[config.mk]
export PLATFORM = sky130hd
export DESIGN_NAME = add_and_bit_ops_datapath
export DESIGN_NICKNAME = d
export VERILOG_FILES = /design/src/verilog/alu_bits_pkg.sv /design/src/verilog/add_and_bit_ops_datapath.sv
export SDC_FILE = /design/constraint.sdc
export NUM_CORES = 1
export LEC_CHECK = 0
export BUFFER_PORTS_ARGS = -buffer_cell sky130_fd_sc_hd__buf_2
export CAP_MARGIN = 40
export CORE_MARGIN = 2
export CORE_UTILIZATION = 30
export CTS_CLUSTER_DIAMETER = 60
export DETAILED_ROUTE_END_ITERATION = 8
export HOLD_SLACK_MARGIN = 0.15
export PLACE_DENSITY_LB_ADDON = 0.1
export SETUP_SLACK_MARGIN = 0.4
export SLEW_MARGIN = 20
export SYNTH_ARGS = -nofsm -noshare
export SYNTH_HDL_FRONTEND = slang
export SYNTH_SLANG_ARGS = --single-unit
[constraint.sdc]
create_clock -name mclk -period 3.75 [get_ports mclk]
set_clock_uncertainty 0.05 [all_clocks]
set_input_delay 0.75 -clock mclk [delete_from_list [all_inputs] [get_ports mclk]]
set_output_delay 0.75 -clock mclk [all_outputs]
set_load 0.005 [all_outputs]
[src/verilog/alu_bits_pkg.sv]
package alu_bits_pkg;
  localparam int unsigned DATA_W = 8;
  localparam int unsigned FADDR_W = 7;
  localparam int unsigned BIT_W = 3;
  localparam int unsigned BUS_ADDR_W = 4;

  // software window onto the datapath state
  localparam logic [3:0] ACCUM_OFFSET = 4'h0;
  localparam logic [3:0] STATUS_OFFSET = 4'h4;

  // status layout
  localparam int unsigned CARRY_POS = 0;
  localparam int unsigned HALF_CARRY_POS = 1;
  localparam int unsigned ZERO_POS = 2;

  // file addresses with side effects
  localparam logic [6:0] IO_PORT_ADDR = 7'h06;
  localparam logic [6:0] TIMER_ZERO_ADDR = 7'h01;

  localparam logic [7:0] ACCUM_RESET = 8'h00;
  localparam logic [2:0] STATUS_RESET = 3'h0;
  localparam logic [7:0] PINS_RESET = 8'h00;

  // destination select
  localparam logic DEST_ACCUM = 1'b0;
  localparam logic DEST_FILE = 1'b1;

  typedef enum logic [3:0] {
    op_none,
    add_immediate_op,
    add_file_op,
    and_immediate_op,
    and_file_op,
    bit_clear_op,
    bit_set_op,
    test_skip_if_zero,
    test_skip_if_one
  } op_t;

  typedef struct packed {
    op_t op;
    logic [7:0] literal;
    logic [6:0] file_addr;
    logic [2:0] bit_idx;
    logic dest;
  } instr_t;

  typedef struct packed {
    logic zero;
    logic half_carry;
    logic carry;
  } status_t;

  typedef struct packed {
    logic en;
    logic [6:0] addr;
    logic [7:0] data;
  } file_wr_t;
endpackage

[src/verilog/add_and_bit_ops_datapath.sv]
`timescale 1ns/1ps
// Notes on behaviour
// - literal add puts accumulator plus the 8-bit literal into the accumulator and updates carry, half carry, zero.
// - file add sums the accumulator with the addressed file register and updates carry, half carry, zero.
// - for file arithmetic and logic the destination bit sends the result to the accumulator at 0, the file at 1.
// - literal AND puts accumulator AND literal into the accumulator and updates only zero.
// - file AND sends accumulator AND file register to the chosen destination and updates only zero.
// - bit clear forces the indexed bit of the file register to 0, keeps the rest and touches no flag.
// - bit set forces the indexed bit of the file register to 1, keeps the rest and touches no flag.
// - test-skip-if-zero skips when the bit is 0, replacing the next instruction with a no-op, no flags.
// - test-skip-if-one skips when the bit is 1, replacing the next instruction with a no-op, no flags.
// - reading the I/O port register for modification takes the pin levels, not the latch.
// - a write to the timer count register clears the prescaler when it is assigned to the timer.
module add_and_bit_ops_datapath (
  input wire logic mclk,
  input wire logic rst_n,
  input wire logic instr_valid,
  input alu_bits_pkg::instr_t instr,
  output logic [6:0] file_rd_addr,
  input wire logic [7:0] file_rd_data,
  output alu_bits_pkg::file_wr_t file_wr,
  input wire logic [7:0] io_pins,
  input wire logic prescaler_to_timer,
  output logic prescaler_clear,
  output logic skip_next,
  output logic [7:0] accum,
  output alu_bits_pkg::status_t status,
  input wire logic [3:0] reg_addr,
  input wire logic [7:0] reg_wdata,
  input wire logic reg_wr,
  input wire logic reg_rd,
  output logic [7:0] reg_rdata
);
  function automatic logic [7:0] bit_mask(input logic [2:0] idx);
    bit_mask = 8'h01 << idx;
  endfunction

  logic [7:0] accum_q, accum_d;
  alu_bits_pkg::status_t status_q, status_d;
  alu_bits_pkg::file_wr_t file_wr_q, file_wr_d;
  logic skip_q, skip_d;
  logic presc_q, presc_d;
  logic [7:0] rdata_q, rdata_d;
  logic [7:0] pin_s1_q, pin_s2_q, pin_s3_q, pins_q, pins_d;

  // pin synchroniser: a bit changes once stages two and three agree
  always_ff @(posedge mclk) begin
    if (!rst_n) begin
      pin_s1_q <= alu_bits_pkg::PINS_RESET;
      pin_s2_q <= alu_bits_pkg::PINS_RESET;
      pin_s3_q <= alu_bits_pkg::PINS_RESET;
      pins_q <= alu_bits_pkg::PINS_RESET;
    end else begin
      pin_s1_q <= io_pins;
      pin_s2_q <= pin_s1_q;
      pin_s3_q <= pin_s2_q;
      pins_q <= pins_d;
    end
  end
  assign pins_d = (pin_s2_q & ~(pin_s2_q ^ pin_s3_q)) | (pins_q & (pin_s2_q ^ pin_s3_q));

  // the instruction after a taken skip is discarded here
  wire exec = instr_valid && !skip_q && (instr.op != alu_bits_pkg::op_none);
  wire is_imm = (instr.op == alu_bits_pkg::add_immediate_op) || (instr.op == alu_bits_pkg::and_immediate_op);
  wire is_add = (instr.op == alu_bits_pkg::add_immediate_op) || (instr.op == alu_bits_pkg::add_file_op);
  wire is_and = (instr.op == alu_bits_pkg::and_immediate_op) || (instr.op == alu_bits_pkg::and_file_op);
  wire is_file_alu = (instr.op == alu_bits_pkg::add_file_op) || (instr.op == alu_bits_pkg::and_file_op);
  wire is_bit_wr = (instr.op == alu_bits_pkg::bit_clear_op) || (instr.op == alu_bits_pkg::bit_set_op);
  wire is_test = (instr.op == alu_bits_pkg::test_skip_if_zero) || (instr.op == alu_bits_pkg::test_skip_if_one);

  assign file_rd_addr = instr.file_addr;
  wire [7:0] file_val = (instr.file_addr == alu_bits_pkg::IO_PORT_ADDR) ? pins_q : file_rd_data;
  wire [7:0] opnd_b = is_imm ? instr.literal : file_val;
  wire [7:0] mask = bit_mask(instr.bit_idx);

  wire [8:0] sum9 = {1'b0, accum_q} + {1'b0, opnd_b};
  wire [4:0] half5 = {1'b0, accum_q[3:0]} + {1'b0, opnd_b[3:0]};
  wire [7:0] and_r = accum_q & opnd_b;
  wire [7:0] alu_r = is_add ? sum9[7:0] : and_r;
  wire [7:0] clr_r = file_val & ~mask;
  wire [7:0] set_r = file_val | mask;
  wire tested = |(file_val & mask);
  wire skip_take = exec && ((instr.op == alu_bits_pkg::test_skip_if_zero) ? !tested :
                            (instr.op == alu_bits_pkg::test_skip_if_one) && tested);

  wire to_file = exec && ((is_file_alu && instr.dest == alu_bits_pkg::DEST_FILE) || is_bit_wr);
  wire to_accum = exec && (is_imm || (is_file_alu && instr.dest == alu_bits_pkg::DEST_ACCUM));
  wire [7:0] file_res = !is_bit_wr ? alu_r : (instr.op == alu_bits_pkg::bit_set_op) ? set_r : clr_r;

  wire sel_accum = (reg_addr == alu_bits_pkg::ACCUM_OFFSET);
  wire sel_status = (reg_addr == alu_bits_pkg::STATUS_OFFSET);

  // execution takes priority over a software write in the same cycle
  assign accum_d = to_accum ? alu_r : (reg_wr && sel_accum) ? reg_wdata : accum_q;

  always_comb begin
    status_d = status_q;
    if (reg_wr && sel_status) begin
      status_d.carry = reg_wdata[alu_bits_pkg::CARRY_POS];
      status_d.half_carry = reg_wdata[alu_bits_pkg::HALF_CARRY_POS];
      status_d.zero = reg_wdata[alu_bits_pkg::ZERO_POS];
    end
    if (exec && is_add) begin
      status_d.carry = sum9[8];
      status_d.half_carry = half5[4];
    end
    if (exec && (is_add || is_and)) begin
      status_d.zero = (alu_r == 8'h00);
    end
  end

  assign file_wr_d = '{en: to_file, addr: instr.file_addr, data: file_res};
  assign skip_d = skip_take;
  assign presc_d = to_file && (instr.file_addr == alu_bits_pkg::TIMER_ZERO_ADDR) && prescaler_to_timer;

  always_comb begin
    rdata_d = 8'h00;
    if (reg_rd && sel_accum) begin
      rdata_d = accum_q;
    end else if (reg_rd && sel_status) begin
      rdata_d[alu_bits_pkg::CARRY_POS] = status_q.carry;
      rdata_d[alu_bits_pkg::HALF_CARRY_POS] = status_q.half_carry;
      rdata_d[alu_bits_pkg::ZERO_POS] = status_q.zero;
    end
  end

  always_ff @(posedge mclk) begin
    if (!rst_n) begin
      accum_q <= alu_bits_pkg::ACCUM_RESET;
      status_q <= alu_bits_pkg::STATUS_RESET;
      file_wr_q <= '0;
      skip_q <= 1'b0;
      presc_q <= 1'b0;
      rdata_q <= 8'h00;
    end else begin
      accum_q <= accum_d;
      status_q <= status_d;
      file_wr_q <= file_wr_d;
      skip_q <= skip_d;
      presc_q <= presc_d;
      rdata_q <= rdata_d;
    end
  end

  assign file_wr = file_wr_q;
  assign skip_next = skip_q;
  assign prescaler_clear = presc_q;
  assign accum = accum_q;
  assign status = status_q;
  assign reg_rdata = rdata_q;

  wire add_imm_go = exec && (instr.op == alu_bits_pkg::add_immediate_op);
  wire and_go = exec && is_and;
  wire test_go = exec && is_test;
endmodule // add_and_bit_ops_datapath

After elaboration in Yosys (flattened, before gate mapping):

Cells that the tools add are included.

* add/subtract/negate cells: 2
* eq/ne operators: 11
* shifts and indexed selects: 1
* muxes and demuxes: 13
* bitwise logic cells: 11
* reductions and logical operators: 34

Operators with widths (count)
* $mux 8: 7
* $and 8x8->8: 5
* $eq 4x3->1 const B: 5
* $logic_and 1x1->1: 16
* $not 8->8: 2
* $or 8x8->8: 2
* $add 8x8->9: 1
* $mux 3: 3
* $eq 4x2->1 const B: 2
* $logic_not 8->1: 1
* $logic_or 1x1->1: 8
* $reduce_or 8->1: 1
* $shl 1x3->8 const A: 1
* $xor 8x8->8: 1
* $eq 7x1->1 const B: 1
* $eq 7x3->1 const B: 1
* $reduce_bool 2->1: 3
* $add 4x4->5: 1
* $eq 4x1->1 const B: 1
* $eq 4x4->1 const B: 1
* $logic_not 4->1: 1
* $reduce_bool 4->1: 1
* $logic_not 1->1: 2
* $mux 1: 2
* other kinds (3): 3

* register bits after elaboration: 69
* input port bits: 57
* output and inout bits: 44
* logic and storage cells: 87

Logic depth before layout (Yosys ltp):

Gate-level depths: netlist of the first run.

* depth in word-level cells: 7
* gate-level depth with buffers: 13
* gate-level depth less buffers: 13

Worst setup path after synthesis of the first run:

Ideal clock, no wire load.

* kind: in2reg
* from: input instr[7] (netlist name)
* to: register status_q, in the netlist status[2]
* library setup time: 101 ps
* arrival time: 3403 ps
* required time: 3599 ps
* slack: 196 ps
* cell stages on the path: 13
* buffers on the path: 0
* cells stage by stage: nor4_2 -> nand2_1 -> mux2i_1 -> a21oi_1 -> ha_1 -> inv_1 -> fa_1 -> nand2b_1 -> a21oi_1 -> a31oi_1 -> xor2_1 -> o21ai_1 -> o41ai_1

* longest elaborated chain between the ends: 7
* elaborated cells between the ends (all ways): 8
* those cells by class: 1 x add/sub; 1 x eq/ne; 4 x mux; 1 x bitwise; 1 x reduce/logical

RTL lines
* start, declared: RTL line add_and_bit_ops_datapath.sv:18 `input alu_bits_pkg::instr_t instr,`
* $eq 7x3->1 (*): RTL line add_and_bit_ops_datapath.sv:72 `wire [7:0] file_val = (instr.file_addr == alu_bits_pkg::IO_PORT_ADDR) ? pins_q : file_rd_data;`
* $mux 8 (*): RTL line add_and_bit_ops_datapath.sv:72
* $mux 8 (*): RTL line add_and_bit_ops_datapath.sv:73 `wire [7:0] opnd_b = is_imm ? instr.literal : file_val;`
* $add 8x8->9 or $and 8x8->8 (tied branches): RTL line add_and_bit_ops_datapath.sv:76, add_and_bit_ops_datapath.sv:78
* $mux 8 (*): RTL line add_and_bit_ops_datapath.sv:79 `wire [7:0] alu_r = is_add ? sum9[7:0] : and_r;`
* $logic_not 8->1 (*): RTL line add_and_bit_ops_datapath.sv:108 `status_d.zero = (alu_r == 8'h00);`
* $mux 1 (*): RTL line add_and_bit_ops_datapath.sv:107 `if (exec && (is_add || is_and)) begin`
* end signal, assigned: RTL line add_and_bit_ops_datapath.sv:130 `status_q <= alu_bits_pkg::STATUS_RESET;`
* end signal, assigned: RTL line add_and_bit_ops_datapath.sv:137 `status_q <= status_d;`
* end, declared: RTL line add_and_bit_ops_datapath.sv:39 `alu_bits_pkg::status_t status_q, status_d;`

Mark *: on every way between the ends. The rest lies on a longest branch, timed or not.
A chain may end at the register's enable or synchronous reset.

Worst setup path after layout of the first run:

* from: input instr[10] (netlist name)
* to: register status_q, in the netlist status[2]

Same word-level chain as after synthesis.

==> qor.txt, run 1 <==
Crit-path max FO: 5
Share of cells above drive strength 1: 32.5%
Slowest-stage cell, CP: o41ai_2
Sequential Area: 1380 sq um
Hold_ws: 0.388 ns
PortBufs: 100
Most common cell on crit path: buf_4
Area Growth Syn to Fin: 30.5%
Period minus WS final: 3.25 ns
Commonest non-fill, non-tap cell in the layout: buf_2
Post-DP HPWL: 6.76 mm
Starting Density: 30.9%
Die ar.: 11500 sq um
Final core utilization: 40.4%
Final Setup Violations: 0
Fin cells: 594
Starting DRT DRC Count: 88
Worst slew pin tran: 0.792 ns
Cell Pwr Density: 402 nW/um^2
Dpl ws: 0.110 ns
Core footprint: 10400 sq um
Clk_lat worst skew: 0.34 ns
Synth cell types: 45
Max-Cap Viols: 0
DRC errors left: 0
WL per Instance: 14.6 microns
Synth Warn #: 0
Drt pass-1 iters: 4
R2R Path End: status[2]$_SDFFE_PN0P_
Total negative slack: 0 ns
CTS tree: yes
Post-Synthesis Cell Area: 3210 sq um
Most frequent cells in the layout: buf_2, dfxtp_1, and2_1, nor2_1, nand2_1
Largest net degree at the start of global routing: 26
Global-route wire length before repair: 13.6 mm
Fillers: 1103
GRT overflow: 0
Hold EP: pin_s2_q[5]$_SDFF_PN0_
Outcome: complete, no violations
GPL Wtd Cong: 0.835
CTS sink cnt: 69
Slew Limit Headroom: 47.2%
Arr. time, crit path: 3.45 ns
Primary FF master, synth: dfxtp_1
F_max: 308 MHz
N_diodes: 0
Clock transition at path regs: 0.08 ns
Final hold vios: 0
CP cell instances: buf_2 > nor4_4 > nand2_2 > buf_4 > buf_4 > mux2i_4 > a21oi_1 > ha_1 > a211o_1 > a2bb2oi_2 > xnor2_1 > o21ai_0 > buf_4 > o41ai_2
Worst Min Path Start: pin_s1_q[5]$_SDFF_PN0_
Final wirelength: 8.68 mm
Buffers & Inverters on Critical Path: 4
Vias in the first global route: 2706
Fin crit share: 86.6%
Footprint of the multi-input gates: 1800 sq um
Die Width: 107 microns
Leak Pwr: 1.94 nW
Fin nets: 519
R2r setup slk: 1.20 ns
Critical path class: input pin to register
Final worst-path setup slack: 0.502 ns
Critical Path RT: 3.95 ns
Synth Instances: 350
Worst Hold Class: register to register
Slowest Stage Delay on Critical Path: 0.32 ns
Via/cell ratio: 4.76
Asr flop ratio synth: 0%
Crit start category: input pin
Register area share after synthesis: 43.0%
Antenna Violating Nets Remaining: 0
Delay-heaviest family, CP: compound AO/OA/AOI/OAI gates
Unrepaired setup endpoints after global routing: false
Depth of the worst hold-timing path: 1
Root buf cell: clkbuf_8
Longest Clk Path Bufs: 2
R2R depth: 11
All-Layer GR Usage: 15.2%
Syn Area/Cell: 9.17 sq um
CTS Buf Count: 9
H-tree depth: 3
Levels on crit path: 14
Die Ht: 107 microns
Synth Net Count: 416
Initial antenna violation count: 0
Post-synth EDFFs: 0
I/O pins: 101
Max Slew Vio Count: 0
Seq cells post-synth: 69
Total number of vias: 2828
Maximum VDD drop: 0.213 mV
Crit path capture type: register
# rows: 37
Inst Count DP: 574
synth_stat cells (2+ instances only):
| cell type | instances | area (sq um) |
|---|---|---|
| o21ai_0 | 16 | 80.1 |
| a21boi_1 | 2 | 15.0 |
| nand3_1 | 11 | 55.1 |
| ha_1 | 8 | 100 |
| mux2_2 | 4 | 45.0 |
| a211o_1 | 2 | 17.5 |
| buf_4 | 7 | 52.6 |
| dfxtp_1 | 69 | 1380 |
| o211a_1 | 7 | 70.1 |
| inv_1 | 6 | 22.5 |
| nand2_1 | 24 | 90.1 |
| nor2b_1 | 9 | 56.3 |
| a21oi_1 | 23 | 115 |
| xnor2_1 | 3 | 26.3 |
| mux2i_1 | 22 | 220 |
| o211ai_1 | 2 | 15.0 |
| nand3b_1 | 5 | 37.5 |
| o21a_1 | 2 | 15.0 |
| nor3_1 | 2 | 10.0 |
| and2_1 | 41 | 257 |
| a21o_1 | 3 | 22.5 |
| nor3b_1 | 3 | 22.5 |
| nor2_1 | 25 | 93.8 |
| nor4_2 | 2 | 25.0 |
| a211oi_1 | 15 | 113 |
| clkbuf_1 | 13 | 48.8 |
| o21ai_1 | 3 | 15.0 |
| xor2_1 | 4 | 35.0 |
power by group:
part           switching [W]  total, W  internal [W]
sequential         0.0000132  0.000773      0.000760
clock               0.000292  0.000672      0.000380
combinational       0.000124  0.000237      0.000112
metal layers:
layer / vias to the layer above / wire, microns / GRT usage, %
li1: 1436 / - / -
met1: 1318 / 4060 / 20.2
met2: 63 / 4020 / 24.1
met3: 11 / 471 / 4.18
met4: 0 / 127 / 4.85
met5: - / 0 / 0
layout make-up:
class / count / share of cell area, %
timing repair buffer: 112 / 14.1
tap: 136 / 4.06
sequential: 69 / 33.0
clock inverter: 6 / 2.24
clock buffer: 10 / 3.05
inverter: 6 / 0.538
multi-input combinational: 255 / 43.0
cells by family after synthesis:
| family | share of synthesized area (%) |
|---|---|
| AOI/OAI and AO/OA | 16.4 |
| muxes | 8.62 |
| DFF | 43.0 |
| buffers and inverters | 3.86 |
| adders and majority gates | 3.74 |
| and+or+nand+nor | 22.5 |
| xor gates and xnor gates | 1.91 |
repair_timing:
action,4_1_cts,5_1_grt
hold buffers,0,0
endpoints found under the setup margin,0,7
buffers inserted,0,4
resized for setup,0,18
worst max path at each step:
stage | start | end | slack (ns)
after floorplan | instr[7] | status[2]$_SDFFE_PN0P_ | 0.41
after global placement | instr[7] | status[2]$_SDFFE_PN0P_ | 0.16
after detailed placement | instr[7] | status[2]$_SDFFE_PN0P_ | 0.11
after CTS | instr[7] | status[2]$_SDFFE_PN0P_ | 0.44
after global routing | instr[10] | status[2]$_SDFFE_PN0P_ | 0.39
final | instr[10] | status[2]$_SDFFE_PN0P_ | 0.50
stage by stage:
step | power, W | cell area [sq um]
2_1_floorplan | 0.000923 | 3220
3_3_place_gp | 0.00101 | 3850
3_5_place_dp | 0.00101 | 3850
4_1_cts | 0.00170 | 4080
5_1_grt | 0.00177 | 4190
6_report | 0.00168 | 4190
(Power assumes the default switching activity.)
==> run 2, diff against run 1 <==
--- a/config.mk
+++ b/config.mk
@@ -5,12 +5,12 @@
 export SDC_FILE = /design/constraint.sdc
 export NUM_CORES = 1
 export LEC_CHECK = 0
-export BUFFER_PORTS_ARGS = -buffer_cell sky130_fd_sc_hd__buf_2
 export CAP_MARGIN = 40
 export CORE_MARGIN = 2
 export CORE_UTILIZATION = 30
 export CTS_CLUSTER_DIAMETER = 60
 export DETAILED_ROUTE_END_ITERATION = 8
+export DONT_BUFFER_PORTS = 1
 export HOLD_SLACK_MARGIN = 0.15
 export PLACE_DENSITY_LB_ADDON = 0.1
 export SETUP_SLACK_MARGIN = 0.4
==> run 2 against run 1 <==
Compared with the run above:
- worst hold slack got worse by 0.0013 ns
- cell count fell by 18%
- sequential cell count did not move
- combinational power fell by 36%
- critical path depth fell by 1
- clock power fell by 12%
- routed wire length fell by 3.5%
- clock-buffer cell count fell by 1
- total power fell by 9.5%
==> qor.txt, run 2 (synthesized netlist as in run 1, its figures left out) <==
CP cell instances: nor4_4 > nand2_2 > mux2i_1 > a21oi_1 > ha_1 > inv_1 > fa_1 > nand2b_1 > a21oi_4 > a31oi_1 > xor2_1 > o21ai_1 > o41ai_1
Antenna Violating Nets Remaining: 0
Share of cells above drive strength 1: 9.40%
Leak Pwr: 1.44 nW
Root buf cell: clkbuf_8
Fin nets: 412
Post-CTS Hold Buffers: 0
GRT overflow: 0
Post-DP HPWL: 6.39 mm
CTS Buf Count: 9
Slowest Stage Delay on Critical Path: 0.39 ns
Die Ht: 107 microns
Worst Hold Class: register to register
Clock transition at path regs: 0.10 ns
Period minus WS final: 3.16 ns
Worst slew pin tran: 0.751 ns
H-tree depth: 3
Total negative slack: 0 ns
Crit path capture type: register
Most frequent cells in the layout: dfxtp_1, and2_1, nor2_1, nand2_1, a21oi_1
Max Slew Vio Count: 0
Final core utilization: 34.1%
Arr. time, crit path: 3.36 ns
Starting Density: 30.9%
# rows: 37
F_max: 317 MHz
Dpl ws: 0.136 ns
Global-route wire length before repair: 12.8 mm
Vias in the first global route: 2305
Longest Clk Path Bufs: 2
Final Setup Violations: 0
N_diodes: 0
Outcome: complete, no violations
Clk_lat worst skew: 0.36 ns
WL per Instance: 17.2 microns
PortBufs: 0
DRC errors left: 0
Slowest-stage cell, CP: fa_1
Slew Limit Headroom: 49.9%
Cell Pwr Density: 431 nW/um^2
Drt pass-1 iters: 4
Critical Path RT: 3.95 ns
Crit start category: input pin
I/O pins: 101
Core footprint: 10400 sq um
Crit-path max FO: 4
Final worst-path setup slack: 0.591 ns
CTS tree: yes
Final instance area: 3540 sq um
Unrepaired setup endpoints after global routing: false
Fin crit share: 84.2%
Commonest non-fill, non-tap cell in the layout: dfxtp_1
Via/cell ratio: 5.05
All-Layer GR Usage: 14.9%
Die ar.: 11500 sq um
Area Growth Syn to Fin: 10.2%
Critical path class: input pin to register
CTS sink cnt: 69
GPL Wtd Cong: 0.800
Max-Cap Viols: 0
Die Width: 107 microns
Placed instance area: 3320 sq um
Final hold vios: 0
Maximum VDD drop: 0.148 mV
Starting DRT DRC Count: 101
Initial antenna violation count: 0
Largest net degree at the start of global routing: 43
Final wirelength: 8.38 mm
Total number of vias: 2457
==> run 2: cell count changes in the layout (fill, tap and decap cells not counted), moves of 2 or more <==
cell | previous run | this run
ha_1 | 6 | 8
buf_2 | 100 | 0
o21ai_0 | 14 | 16
buf_4 | 12 | 5
bufinv_16 | 2 | 0
o21ai_2 | 3 | 0
mux2i_4 | 2 | 0
inv_8 | 0 | 2
ha_2 | 2 | 0
==> run 2: final timing paths <==
kind	start	end	slack (ns)	cells past startpoint
setup / recovery	instr[7]	status[2]$_SDFFE_PN0P_	0.59	13
hold / removal	pin_s1_q[7]$_SDFF_PN0_	pin_s2_q[7]$_SDFF_PN0_	0.39	1
setup reg to reg	register	status[2]$_SDFFE_PN0P_	1.12	11
hold reg to reg	pin_s1_q[7]$_SDFF_PN0_	pin_s2_q[7]$_SDFF_PN0_	0.39	1
==> run 2: worst max-delay path: cells and delay by family <==
family / cells / cell delay, ns
xor gates and xnor gates: 1 / 0.16
and+or+nand+nor: 3 / 0.64
muxes: 1 / 0.19
adders and majority gates: 2 / 0.60
buffers and inverters: 1 / 0.06
AOI/OAI and AO/OA: 5 / 0.95
==> run 2: routing by layer <==
metal / vias up / share of wire [%] / global-route usage [%]
li1: 1217 / - / -
met2: 68 / 45 / 21.9
met4: 0 / 1.9 / 5.04
met5: - / 0 / 0
met1: 1159 / 45 / 19.3
met3: 13 / 8.3 / 6.78
==> run 2: cell type report <==
type / count / area [sq um]
Fill cell: 1115 / 6830
Multi-Input combinational cell: 255 / 1740
Sequential cell: 69 / 1380
Tap cell: 136 / 170
Clock buffer: 9 / 124
Clock inverter: 7 / 65.1
Timing Repair Buffer: 5 / 37.5
Inverter: 6 / 22.5
==> run 2: stage by stage <==
stage          cells  hold WS, ns  power (W)
4_1_cts          485        0.390    0.00155
6_report         487        0.387    0.00152
3_3_place_gp     469        0.365   0.000946
5_1_grt          487        0.407    0.00161
2_1_floorplan    350        0.362   0.000923
3_5_place_dp     469        0.367   0.000946
==> run 2: repair_timing <==
item	4_1_cts	5_1_grt
setup endpoints to repair	0	2
buffers inserted	0	2
gates resized for setup	0	4
==> run 2: report_power, final <==
group	internal [W]	switching (W)	total (W)
combinational	0.0000704	0.0000813	0.000152
sequential	0.000760	0.0000182	0.000778
clock	0.000256	0.000336	0.000592
total	0.00109	0.000436	0.00152
